===== src/verilog/dfpt_pkg.sv =====
// Register map, field positions, reset values and codes for the playback
// fault power-down, reference bias and power-tune configuration slice.
// Assumes an 8-bit register address and 8-bit registers on the control port.
package dfpt_pkg;

	// Register addresses.
	localparam logic [7:0] ADDR_FLT = 8'h43;
	localparam logic [7:0] ADDR_REF = 8'h4D;
	localparam logic [7:0] ADDR_PT0 = 8'h4E;
	localparam logic [7:0] ADDR_PT1 = 8'h4F;

	// Reset values.
	localparam logic [7:0] RST_FLT = 8'h54;
	localparam logic [7:0] RST_REF = 8'h00;
	localparam logic [7:0] RST_PT0 = 8'h00;
	localparam logic [7:0] RST_PT1 = 8'h00;

	// Writable bits; all others are read-only.
	localparam logic [7:0] WM_FLT = 8'h77;
	localparam logic [7:0] WM_REF = 8'h1F;
	localparam logic [7:0] WM_PT0 = 8'hF4;
	localparam logic [7:0] WM_PT1 = 8'h96;

	// Fault power-down configuration fields.
	localparam int FLT_SEL_LSB  = 5;
	localparam int FLT_RCV_BIT  = 4;
	localparam int FLT_STS_BIT  = 3;
	localparam int FLT_SKIP_BIT = 2;
	localparam int FLT_DDIS_BIT = 1;
	localparam int FLT_ADIS_BIT = 0;

	// Reference and microphone supply fields.
	localparam int REF_GAIN_BIT = 4;
	localparam int REF_MIC_LSB  = 2;
	localparam int REF_FS_LSB   = 0;

	// Record power-tune fields.
	localparam int PT0_CLK_BIT = 7;
	localparam int PT0_CIC_BIT = 6;
	localparam int PT0_FIR_BIT = 5;
	localparam int PT0_DEM_BIT = 4;
	localparam int PT0_LPF_BIT = 2;

	// Playback power-tune fields.
	localparam int PT1_CLK_BIT  = 7;
	localparam int PT1_DEM_BIT  = 4;
	localparam int PT1_LPF_BIT  = 2;
	localparam int PT1_IREF_BIT = 1;

	// Number of synchroniser stages on fault pins.
	localparam int SYNC_STAGES = 3;

	// Fault selection codes for playback power-down.
	typedef enum logic [1:0] {
		DFPT_SEL_NONE     = 2'h0,
		DFPT_SEL_UNMASKED = 2'h1,
		DFPT_SEL_ALL      = 2'h2,
		DFPT_SEL_RSVD     = 2'h3
	} dfpt_sel_t;

	// Merge a write into a register, touching only the writable bits.
	function automatic logic [7:0] dfpt_merge(input logic [7:0] old_v,
		input logic [7:0] wr_v, input logic [7:0] mask_v);
		dfpt_merge = (old_v & ~mask_v) | (wr_v & mask_v);
	endfunction

endpackage


===== src/verilog/dfpt_fault_if.sv =====
// Carries fault configuration and filtered fault levels from the register
// bank to the channel power-down logic, and the hold state back.
// Assumes both ends run on the same clock.
`timescale 1ns/1ps
interface dfpt_fault_if #(parameter int NCH = 2);
	logic [1:0]     sel;
	logic           manual;
	logic           skip_pu;
	logic           det_dis;
	logic           areg_dis;
	logic           areg_flt;
	logic [NCH-1:0] gate_flt;
	logic [NCH-1:0] short_flt;
	logic [NCH-1:0] unmasked;
	logic [NCH-1:0] powering_up;
	logic [NCH-1:0] ch_enable;
	logic [NCH-1:0] held;
	logic [NCH-1:0] power_en;

	modport cfg (output sel, manual, skip_pu, det_dis, areg_dis, areg_flt, gate_flt,
		short_flt, unmasked, powering_up, ch_enable, input held, power_en);
	modport ctrl (input sel, manual, skip_pu, det_dis, areg_dis, areg_flt, gate_flt,
		short_flt, unmasked, powering_up, ch_enable, output held, power_en);
endinterface


===== src/verilog/dfpt_fault_ctrl.sv =====
// Per-channel playback power-down on fault, with auto or manual recovery.
// Assumes fault levels are already synchronised to core_clk.
`timescale 1ns/1ps
module dfpt_fault_ctrl
	import dfpt_pkg::*;
#(
	parameter int NCH = 2
) (
	input wire logic    core_clk,
	input wire logic    sys_rst,
	dfpt_fault_if.ctrl  fb
);

	logic [NCH-1:0] held_q;
	logic [NCH-1:0] held_d;
	logic [NCH-1:0] pwr_q;
	logic [NCH-1:0] pwr_d;

	// [RULE_04] Gate fault during power-up.
	// Gate and short faults are dropped when detection is off; a gate fault
	// on a channel that is powering up is dropped when the skip bit is set.
	wire logic [NCH-1:0] gate_ok  = fb.gate_flt & ~{NCH{fb.det_dis}}
		& ~(fb.powering_up & {NCH{fb.skip_pu}});
	// [RULE_05] Driver detect disable.
	wire logic [NCH-1:0] short_ok = fb.short_flt & ~{NCH{fb.det_dis}};
	// [RULE_06] Regulator detect disable.
	wire logic [NCH-1:0] areg_ok  = {NCH{fb.areg_flt & ~fb.areg_dis}};
	wire logic [NCH-1:0] any_flt  = gate_ok | short_ok | areg_ok;

	// [RULE_01] Fault selection code.
	// The reserved code behaves like "ignore" so a bad write cannot trip.
	wire logic [NCH-1:0] trip =
		(fb.sel == DFPT_SEL_ALL)      ? any_flt :
		(fb.sel == DFPT_SEL_UNMASKED) ? (any_flt & fb.unmasked) : '0;

	// [RULE_02] Auto or manual recovery.
	// [RULE_21] Manual hold until disabled.
	// A new trip always wins over release, so no fault is lost.
	assign held_d = trip | (held_q & fb.ch_enable & {NCH{fb.manual}});
	assign pwr_d  = fb.ch_enable & ~held_d;

	// Hold state and channel power enables.
	always_ff @(posedge core_clk) begin
		if (sys_rst) begin
			held_q <= '0;
			pwr_q  <= '0;
		end else begin
			held_q <= held_d;
			pwr_q  <= pwr_d;
		end
	end

	assign fb.held     = held_q;
	assign fb.power_en = pwr_q;

endmodule // dfpt_fault_ctrl


===== src/verilog/dfpt_regs.sv =====
// Register bank for playback fault power-down, reference and microphone
// supply selection, and record/playback power-tune options.
// Assumes a simple register port from the control interface decoder,
// fault pins from the analog side, and channel controls on core_clk.
`timescale 1ns/1ps

// How it works
// [RULE_01] Two-bit code picks none, unmasked or all faults; reset code 2.
// [RULE_02] Recovery bit 0 re-powers after fault clears; 1 keeps off; reset 1.
// [RULE_03] Read-only bit 3 is set while any channel is held down.
// [RULE_04] Bit 2 set ignores gate faults during channel power-up; reset 1.
// [RULE_05] Bit 1 set disables playback gate and short fault detection.
// [RULE_06] Bit 0 set disables regulator short detection.
// [RULE_07] Reserved bits read zero, are read-only; software writes zero.
// [RULE_08] Mic supply code: reference, half reference, reserved, bypass.
// [RULE_09] Reference register bit 4 sets mic regulator gain to 1.096.
// [RULE_10] Two-bit full-scale code picks 2.75, 2.5 or 1.375 V.
// [RULE_11] Record modulator clock halves when its select bit is 1.
// [RULE_12] Record tune bit 6 picks fourth order decimator when set.
// [RULE_13] Record tune bit 5 bypasses the record FIR when set.
// [RULE_14] Record tune bit 4 doubles record element matching rate.
// [RULE_15] Record tune bit 2 enables the record low-power filter.
// [RULE_16] Playback modulator clock goes 3 to 1.5 MHz when set.
// [RULE_17] Playback tune bit 4 doubles playback element matching rate.
// [RULE_18] Playback tune bit 2 enables the playback low-power filter.
// [RULE_19] Playback tune bit 1 picks reference over 2R current.
// [RULE_20] Fault register at 0x43 resets to 0x54; others reset to zero.
// [RULE_21] Manual mode keeps a tripped channel down until software disables it.
module dfpt_regs
	import dfpt_pkg::*;
#(
	parameter int NCH = 2
) (
	input  wire logic           core_clk,
	input  wire logic           sys_rst,
	input  wire logic [7:0]     reg_addr,
	input  wire logic           reg_wr,
	input  wire logic [7:0]     reg_wdata,
	input  wire logic           reg_rd,
	output logic      [7:0]     reg_rdata,
	input  wire logic [NCH-1:0] drv_gate_fault,
	input  wire logic [NCH-1:0] drv_short_fault,
	input  wire logic           areg_short_fault,
	input  wire logic [NCH-1:0] fault_unmasked,
	input  wire logic [NCH-1:0] ch_enable,
	input  wire logic [NCH-1:0] ch_powering_up,
	output logic      [NCH-1:0] ch_power_en,
	output logic                fault_powerdown_flag,
	output logic      [1:0]     mic_supply_level_select,
	output logic                mic_supply_regulator_gain,
	output logic      [1:0]     reference_fullscale_select,
	output logic                record_modclk_halve,
	output logic                record_decimator_order,
	output logic                record_fir_skip,
	output logic                record_matching_rate_double,
	output logic                record_lowpower_filter,
	output logic                playback_modclk_halve,
	output logic                playback_matching_rate_double,
	output logic                playback_lowpower_filter,
	output logic                playback_current_ref_select
);

	localparam int FW = 2 * NCH + 1;

	logic [7:0]    flt_q;
	logic [7:0]    flt_d;
	logic [7:0]    ref_q;
	logic [7:0]    ref_d;
	logic [7:0]    pt0_q;
	logic [7:0]    pt0_d;
	logic [7:0]    pt1_q;
	logic [7:0]    pt1_d;
	logic [7:0]    rdata_q;
	logic [7:0]    rdata_d;
	logic          flag_q;
	logic [FW-1:0] sync1_q;
	logic [FW-1:0] sync2_q;
	logic [FW-1:0] sync3_q;
	logic [FW-1:0] filt_q;
	logic [FW-1:0] filt_d;

	dfpt_fault_if #(.NCH(NCH)) fb ();

	// Address decode for the four registers.
	wire logic hit_flt = (reg_addr == ADDR_FLT);
	wire logic hit_ref = (reg_addr == ADDR_REF);
	wire logic hit_pt0 = (reg_addr == ADDR_PT0);
	wire logic hit_pt1 = (reg_addr == ADDR_PT1);

	// [RULE_07] Reserved bits stay zero.
	// Writes only reach writable bits, so reserved and status bits can never
	// be loaded, whatever software sends.
	assign flt_d = (reg_wr && hit_flt) ? dfpt_merge(flt_q, reg_wdata, WM_FLT) : flt_q;
	assign ref_d = (reg_wr && hit_ref) ? dfpt_merge(ref_q, reg_wdata, WM_REF) : ref_q;
	assign pt0_d = (reg_wr && hit_pt0) ? dfpt_merge(pt0_q, reg_wdata, WM_PT0) : pt0_q;
	assign pt1_d = (reg_wr && hit_pt1) ? dfpt_merge(pt1_q, reg_wdata, WM_PT1) : pt1_q;

	// [RULE_20] Register reset values.
	always_ff @(posedge core_clk) begin
		if (sys_rst) begin
			flt_q <= RST_FLT;
			ref_q <= RST_REF;
			pt0_q <= RST_PT0;
			pt1_q <= RST_PT1;
		end else begin
			flt_q <= flt_d;
			ref_q <= ref_d;
			pt0_q <= pt0_d;
			pt1_q <= pt1_d;
		end
	end

	// [RULE_03] Live status bit.
	// The status bit is inserted on read; unmapped addresses return zero.
	wire logic [7:0] flt_view = flt_q | (8'(flag_q) << FLT_STS_BIT);
	wire logic [7:0] rd_mux   = hit_flt ? flt_view :
		hit_ref ? ref_q :
		hit_pt0 ? pt0_q :
		hit_pt1 ? pt1_q : 8'h00;
	assign rdata_d = reg_rd ? rd_mux : rdata_q;

	// Read data is captured on the read strobe and held until the next read.
	always_ff @(posedge core_clk) begin
		if (sys_rst) begin
			rdata_q <= 8'h00;
		end else begin
			rdata_q <= rdata_d;
		end
	end

	// Fault pins are asynchronous to core_clk: three stages, and a level only
	// counts once the second and third stages agree, which also drops
	// single-cycle glitches from the analog comparators.
	wire logic [FW-1:0] pins = {areg_short_fault, drv_short_fault, drv_gate_fault};
	assign filt_d = (sync2_q & sync3_q) | (filt_q & (sync2_q | sync3_q));

	// Synchroniser chain and agreement filter.
	always_ff @(posedge core_clk) begin
		if (sys_rst) begin
			sync1_q <= '0;
			sync2_q <= '0;
			sync3_q <= '0;
			filt_q  <= '0;
		end else begin
			sync1_q <= pins;
			sync2_q <= sync1_q;
			sync3_q <= sync2_q;
			filt_q  <= filt_d;
		end
	end

	// [RULE_01] Fault selection code.
	// [RULE_02] Recovery mode bit.
	// Configuration and filtered faults feed the channel power-down logic.
	assign fb.sel         = flt_q[FLT_SEL_LSB +: 2];
	assign fb.manual      = flt_q[FLT_RCV_BIT];
	// [RULE_04] Skip during power-up.
	assign fb.skip_pu     = flt_q[FLT_SKIP_BIT];
	// [RULE_05] Driver detect disable.
	assign fb.det_dis     = flt_q[FLT_DDIS_BIT];
	// [RULE_06] Regulator detect disable.
	assign fb.areg_dis    = flt_q[FLT_ADIS_BIT];
	assign fb.gate_flt    = filt_q[NCH-1:0];
	assign fb.short_flt   = filt_q[2*NCH-1:NCH];
	assign fb.areg_flt    = filt_q[FW-1];
	assign fb.unmasked    = fault_unmasked;
	assign fb.powering_up = ch_powering_up;
	assign fb.ch_enable   = ch_enable;

	dfpt_fault_ctrl #(
		.NCH(NCH)
	) u_fault_ctrl (
		.core_clk(core_clk),
		.sys_rst (sys_rst),
		.fb      (fb)
	);

	// [RULE_03] Fault hold summary.
	// Registered so the status bit and the output flag share one source.
	always_ff @(posedge core_clk) begin
		if (sys_rst) begin
			flag_q <= 1'b0;
		end else begin
			flag_q <= |fb.held;
		end
	end

	// Outputs; all come straight from flip-flops.
	assign reg_rdata            = rdata_q;
	assign ch_power_en          = fb.power_en;
	assign fault_powerdown_flag = flag_q;

	// [RULE_08] Mic supply selection.
	// Half reference with the 1.375 V full scale is software's to avoid.
	assign mic_supply_level_select    = ref_q[REF_MIC_LSB +: 2];
	// [RULE_09] Mic regulator gain.
	assign mic_supply_regulator_gain  = ref_q[REF_GAIN_BIT];
	// [RULE_10] Reference full scale.
	assign reference_fullscale_select = ref_q[REF_FS_LSB +: 2];

	// [RULE_11] Record clock halving.
	assign record_modclk_halve         = pt0_q[PT0_CLK_BIT];
	// [RULE_12] Decimator order select.
	assign record_decimator_order      = pt0_q[PT0_CIC_BIT];
	// [RULE_13] Record FIR bypass.
	assign record_fir_skip             = pt0_q[PT0_FIR_BIT];
	// [RULE_14] Record matching rate.
	assign record_matching_rate_double = pt0_q[PT0_DEM_BIT];
	// [RULE_15] Record low-power filter.
	assign record_lowpower_filter      = pt0_q[PT0_LPF_BIT];

	// [RULE_16] Playback clock halving.
	assign playback_modclk_halve         = pt1_q[PT1_CLK_BIT];
	// [RULE_17] Playback matching rate.
	assign playback_matching_rate_double = pt1_q[PT1_DEM_BIT];
	// [RULE_18] Playback low-power filter.
	assign playback_lowpower_filter      = pt1_q[PT1_LPF_BIT];
	// [RULE_19] Playback current reference.
	assign playback_current_ref_select   = pt1_q[PT1_IREF_BIT];
endmodule // dfpt_regs

===== config.mk =====
export PLATFORM = sky130hd
export DESIGN_NAME = dfpt_regs
export DESIGN_NICKNAME = d
export VERILOG_FILES = /design/src/verilog/dfpt_pkg.sv /design/src/verilog/dfpt_fault_if.sv /design/src/verilog/dfpt_fault_ctrl.sv /design/src/verilog/dfpt_regs.sv
export SDC_FILE = /design/constraint.sdc
export NUM_CORES = 1
export LEC_CHECK = 0
export ABC_AREA = 0
export BUFFER_PORTS_ARGS = -buffer_cell sky130_fd_sc_hd__buf_4
export CORE_MARGIN = 4
export CORE_UTILIZATION = 30
export CTS_CLUSTER_SIZE = 24
export DETAILED_ROUTE_END_ITERATION = 8
export SYNTH_ARGS = -nofsm -noshare
export SYNTH_HDL_FRONTEND = slang
export SYNTH_SLANG_ARGS = --single-unit

===== constraint.sdc =====
create_clock -name core_clk -period 2.4 [get_ports core_clk]
set_input_delay 0.48 -clock core_clk [delete_from_list [all_inputs] [get_ports core_clk]]
set_output_delay 0.48 -clock core_clk [all_outputs]
set_load 0.02 [all_outputs]

==> impl_table.tex <==
\begin{tabular}{lr}
\hline
Metric & Value \\
\hline
\multicolumn{2}{l}{\textbf{Worst setup path}} \\
\quad CP Capture Type & flop \\
\quad First element of the critical path & reg\_addr[5] \\
\quad Critical path destination & ref\_q[0] \\
\quad Number of cell instances on the worst register-to-register path & 4 \\
\quad Critical-path cell with the highest stage delay & nor4\_4 \\
\quad Delay-heaviest family, CP & simple AND/OR/NAND/NOR gates \\
\quad Delay of the slowest cell on the worst path & roughly 0.58 ns \\
\quad Type of the worst setup path & in -> reg \\
\quad Max FO, Critical Path & 6 \\
\quad Worst setup slack for register-to-register paths & roughly 1.1 ns \\
\quad Endpoint required time on the critical path & about 2.6 ns \\
\quad Stages on the worst setup path & 5 \\
\quad Worst Setup Start Kind & input pin \\
\quad Buffers \& Inverters on Critical Path & 1 \\
\quad Cells along the critical path & buf\_4 > or3b\_1 > nor4\_4 > mux2i\_1 > nor2\_1 \\
\quad Reg-to-reg startpoint & flt\_q[1] \\
\quad Endpoint of the lowest-slack register-to-register path & u\_fault\_ctrl.fb.power\_en[1] \\
\quad Critical path data arrival time & approximately 2.0 ns \\
\multicolumn{2}{l}{\textbf{Synth}} \\
\quad Netlist area before placement & between 2000 and 2500 um\^{}2 \\
\quad Async set-or-reset flop fraction in the synthesized netlist & 0\% \\
\quad Cell count after synthesis & 213 \\
\quad Average size of a mapped cell & a little under 10 um\^{}2 \\
\quad Post-synth cell types & 28 \\
\quad Part of the Yosys area used for sequential elements & between 50 and 60\% \\
\quad Total nets after synthesis & between 200 and 250 \\
\quad Seq cells post-synth & between 50 and 60 \\
\quad Top FF cell, synth & dfxtp\_1 \\
\quad Count of flip-flops with a built-in enable after synthesis & 0 \\
\quad Number of warnings reported in the yosys synthesis log & 0 \\
\multicolumn{2}{l}{\textbf{Clocking}} \\
\quad CTS buffer count & 5 \\
\quad Resize count post-CTS & 0 \\
\quad Number of clock sinks seen by CTS & 53 \\
\quad Worst-skew pair later-pin latency & between 0.3 and 0.4 ns \\
\quad Deepest clock path buffer count & 2 \\
\quad Setup repair bufs after CTS & 0 \\
\quad Number of levels the H-tree was split into & 2 \\
\quad Clock tree from TritonCTS & built \\
\quad Clock root buffer master & clkbuf\_8 \\
\quad Hold-fix buffer count after cts & 0 \\
\quad Clock-pin slew on the worst setup and hold paths & 0.10 ns \\
\multicolumn{2}{l}{\textbf{Status}} \\
\quad Outcome & finished clean \\
\multicolumn{2}{l}{\textbf{Finish}} \\
\quad Post-route core utilization & 40.2\% \\
\quad Area occupied by registers & about 1100 um\^{}2 \\
\quad Commonest cells after routing, fill and taps aside & 55 x buf\_4, 53 x dfxtp\_1, 30 x nor2\_1 \\
\quad Number of fill cells in the layout & about 670 \\
\quad Area of the multi-input gates & 930 um\^{}2 \\
\quad Antenna cells & 0 \\
\quad Leading cell type in the layout, fill and taps excluded & buf\_4 \\
\quad Share of post-route cells with drive strength above 1 & 25.4\% \\
\quad Syn-to-layout area delta & 27.5\% \\
\quad Number of nets in the layout & 298 \\
\multicolumn{2}{l}{\textbf{Pwr}} \\
\quad Power after layout & 1520 uW \\
\quad Power density relative to cell area & roughly 580 nW/um\^{}2 \\
\quad Peak supply drop & around 0.00022 V \\
\quad Static leakage power & between 0.001 and 0.0015 uW \\
\multicolumn{2}{l}{\textbf{Global routing}} \\
\quad Global routing usage summed across all routing layers & between 10\% and 20\% \\
\quad Number of global-route vias before repair & approximately 1.6k \\
\quad Maximum number of pins on one net before global-route repair & 52 \\
\quad Number of antenna violations at the first check in global routing & 0 \\
\quad Remaining Overflow, GRT & 0 \\
\quad Wire length of the first global-routing pass & 7840 um \\
\multicolumn{2}{l}{\textbf{Drt}} \\
\quad Number of antenna-violating nets in the routed design & 0 \\
\quad Detailed-route wire length per cell & between 10 and 15 um \\
\quad Number of DRC violations after detailed routing & 0 \\
\quad Wire length after detailed routing & between 4000 and 5000 um \\
\quad Number of vias after detailed routing & 1642 \\
\quad First DRT Iteration DRCs & 61 \\
\quad Detailed-routing iteration count for the pre-antenna-repair pass & 4 \\
\quad Average via count per standard cell & 4.76 \\
\multicolumn{2}{l}{\textbf{Floorplan}} \\
\quad Std cell rows & 29 \\
\quad Area of the core & roughly 6500 um\^{}2 \\
\quad Top-level port count & 56 \\
\quad Die Height & roughly 91 um \\
\quad Die W & about 91 um \\
\quad Area of the die & approximately 8200 um\^{}2 \\
\quad Initial core utilization & about a third \\
\multicolumn{2}{l}{\textbf{Hold path}} \\
\quad Beginning of the worst hold path & drv\_short\_fault[1] \\
\quad Classification of the worst-slack hold path & in -> reg \\
\multicolumn{2}{l}{\textbf{STA}} \\
\quad Worst clock skew & between 0.005 and 0.006 ns \\
\quad Final Max Slew Viols & 0 \\
\quad Max-slew headroom & between 60 and 70\% \\
\quad Transition time of the tightest slew-check pin & 0.535 ns \\
\quad Final setup violating endpoints & 0 \\
\quad RSZ-0062 raised after global routing & false \\
\quad Final period util & between 70\% and 80\% \\
\quad Final critical delay including setup and external delays & between 1.5 and 2 ns \\
\quad Final sum of negative setup slack & 0 ns \\
\quad Fmax & 547 MHz \\
\quad Final setup margin & around 0.57 ns \\
\quad Hold Fails Final Rpt & 0 \\
\multicolumn{2}{l}{\textbf{Placed design}} \\
\quad Final weighted congestion of routability-driven global placement & just under 0.8 \\
\quad Total half-perimeter wirelength after legalization and detailed placement & about 3500 um \\
\quad Pre-CTS worst setup slack & roughly 0.23 ns \\
\quad Count of input and output buffers & 55 \\
\multicolumn{2}{l}{\textbf{Job}} \\
\quad Max cap viols & 0 \\
\hline
\end{tabular}
-- worst min-delay path by stage --
stage	to	slack, ns	depth (start not counted)
2_1_floorplan	sync2_q[0]	0.41	1
3_3_place_gp	sync2_q[2]	0.42	1
3_5_place_dp	sync2_q[3]	0.42	1
4_1_cts	sync1_q[1]	0.36	2
5_1_grt	sync1_q[0]	0.36	2
6_report	sync1_q[3]	0.37	2
-- synthesized netlist by cell type (2+ instances only) --
cell type | count | area (um^2)
inv_1 | 4 | 15.0
nor4_4 | 2 | 42.5
or3b_1 | 2 | 17.5
nor3_1 | 3 | 15.0
a311oi_1 | 2 | 17.5
mux2i_1 | 21 | 210
clkbuf_1 | 4 | 15.0
a2111oi_0 | 2 | 17.5
nand3b_1 | 2 | 15.0
nand2_1 | 17 | 63.8
o21ai_0 | 11 | 55.1
a32oi_1 | 4 | 35.0
nor2b_1 | 22 | 138
dfxtp_1 | 53 | 1060
buf_2 | 2 | 10.0
nor2_1 | 30 | 113
a21oi_1 | 12 | 60.1
o21ai_1 | 7 | 35.0
nand3_1 | 4 | 20.0
-- area by class of cell --
| cell class | instances | share of cell area, % |
|---|---|---|
| Inverter | 4 | 0.576 |
| Sequential cell | 53 | 40.7 |
| Clock buffer | 5 | 2.64 |
| Clock inverter | 3 | 0.959 |
| Tap cell | 77 | 3.69 |
| Multi-Input combinational cell | 148 | 35.6 |
| Timing Repair Buffer | 55 | 15.8 |
-- stage by stage --
| stage | area [um^2] | instances | hold WS (ns) |
|---|---|---|---|
| final | 2610 | 345 | 0.375 |
| after global routing | 2610 | 345 | 0.356 |
| after CTS | 2610 | 345 | 0.361 |
| after detailed placement | 2510 | 337 | 0.422 |
| after global placement | 2510 | 337 | 0.417 |
| after floorplan | 2050 | 213 | 0.414 |
-- sequential cells by signal, indices dropped and copies added, names as in the netlist --
signal,cells
u_fault_ctrl.fb.power_en,2
filt_q,5
sync3_q,5
fault_powerdown_flag,1
u_fault_ctrl.fb.held,2
reg_rdata,8
flt_q,6
pt0_q,5
sync1_q,5
pt1_q,4
sync2_q,5
ref_q,5
-- cells by family after synthesis --
group                  Yosys count  synth area share, %
buffers and inverters           12                 2.69
AOI/OAI and AO/OA               40                 11.6
DFF                             53                 51.9
muxes                           21                 10.3
and+or+nand+nor                 87                 23.6
-- power breakdown --
group / internal, uW / total [uW] / switching (uW)
clock: 213 / 515 / 302
sequential: 892 / 896 / 4.57
combinational: 50.3 / 106 / 55.4
total: 1160 / 1520 / 362
-- routing by layer --
metal	share of wire, %	GRT usage (%)
met1	47	15.9
met2	46	18.0
met3	5.7	3.58
met4	1.3	3.83
met5	0	0
Note: power is estimated with default switching activity, not from simulation.
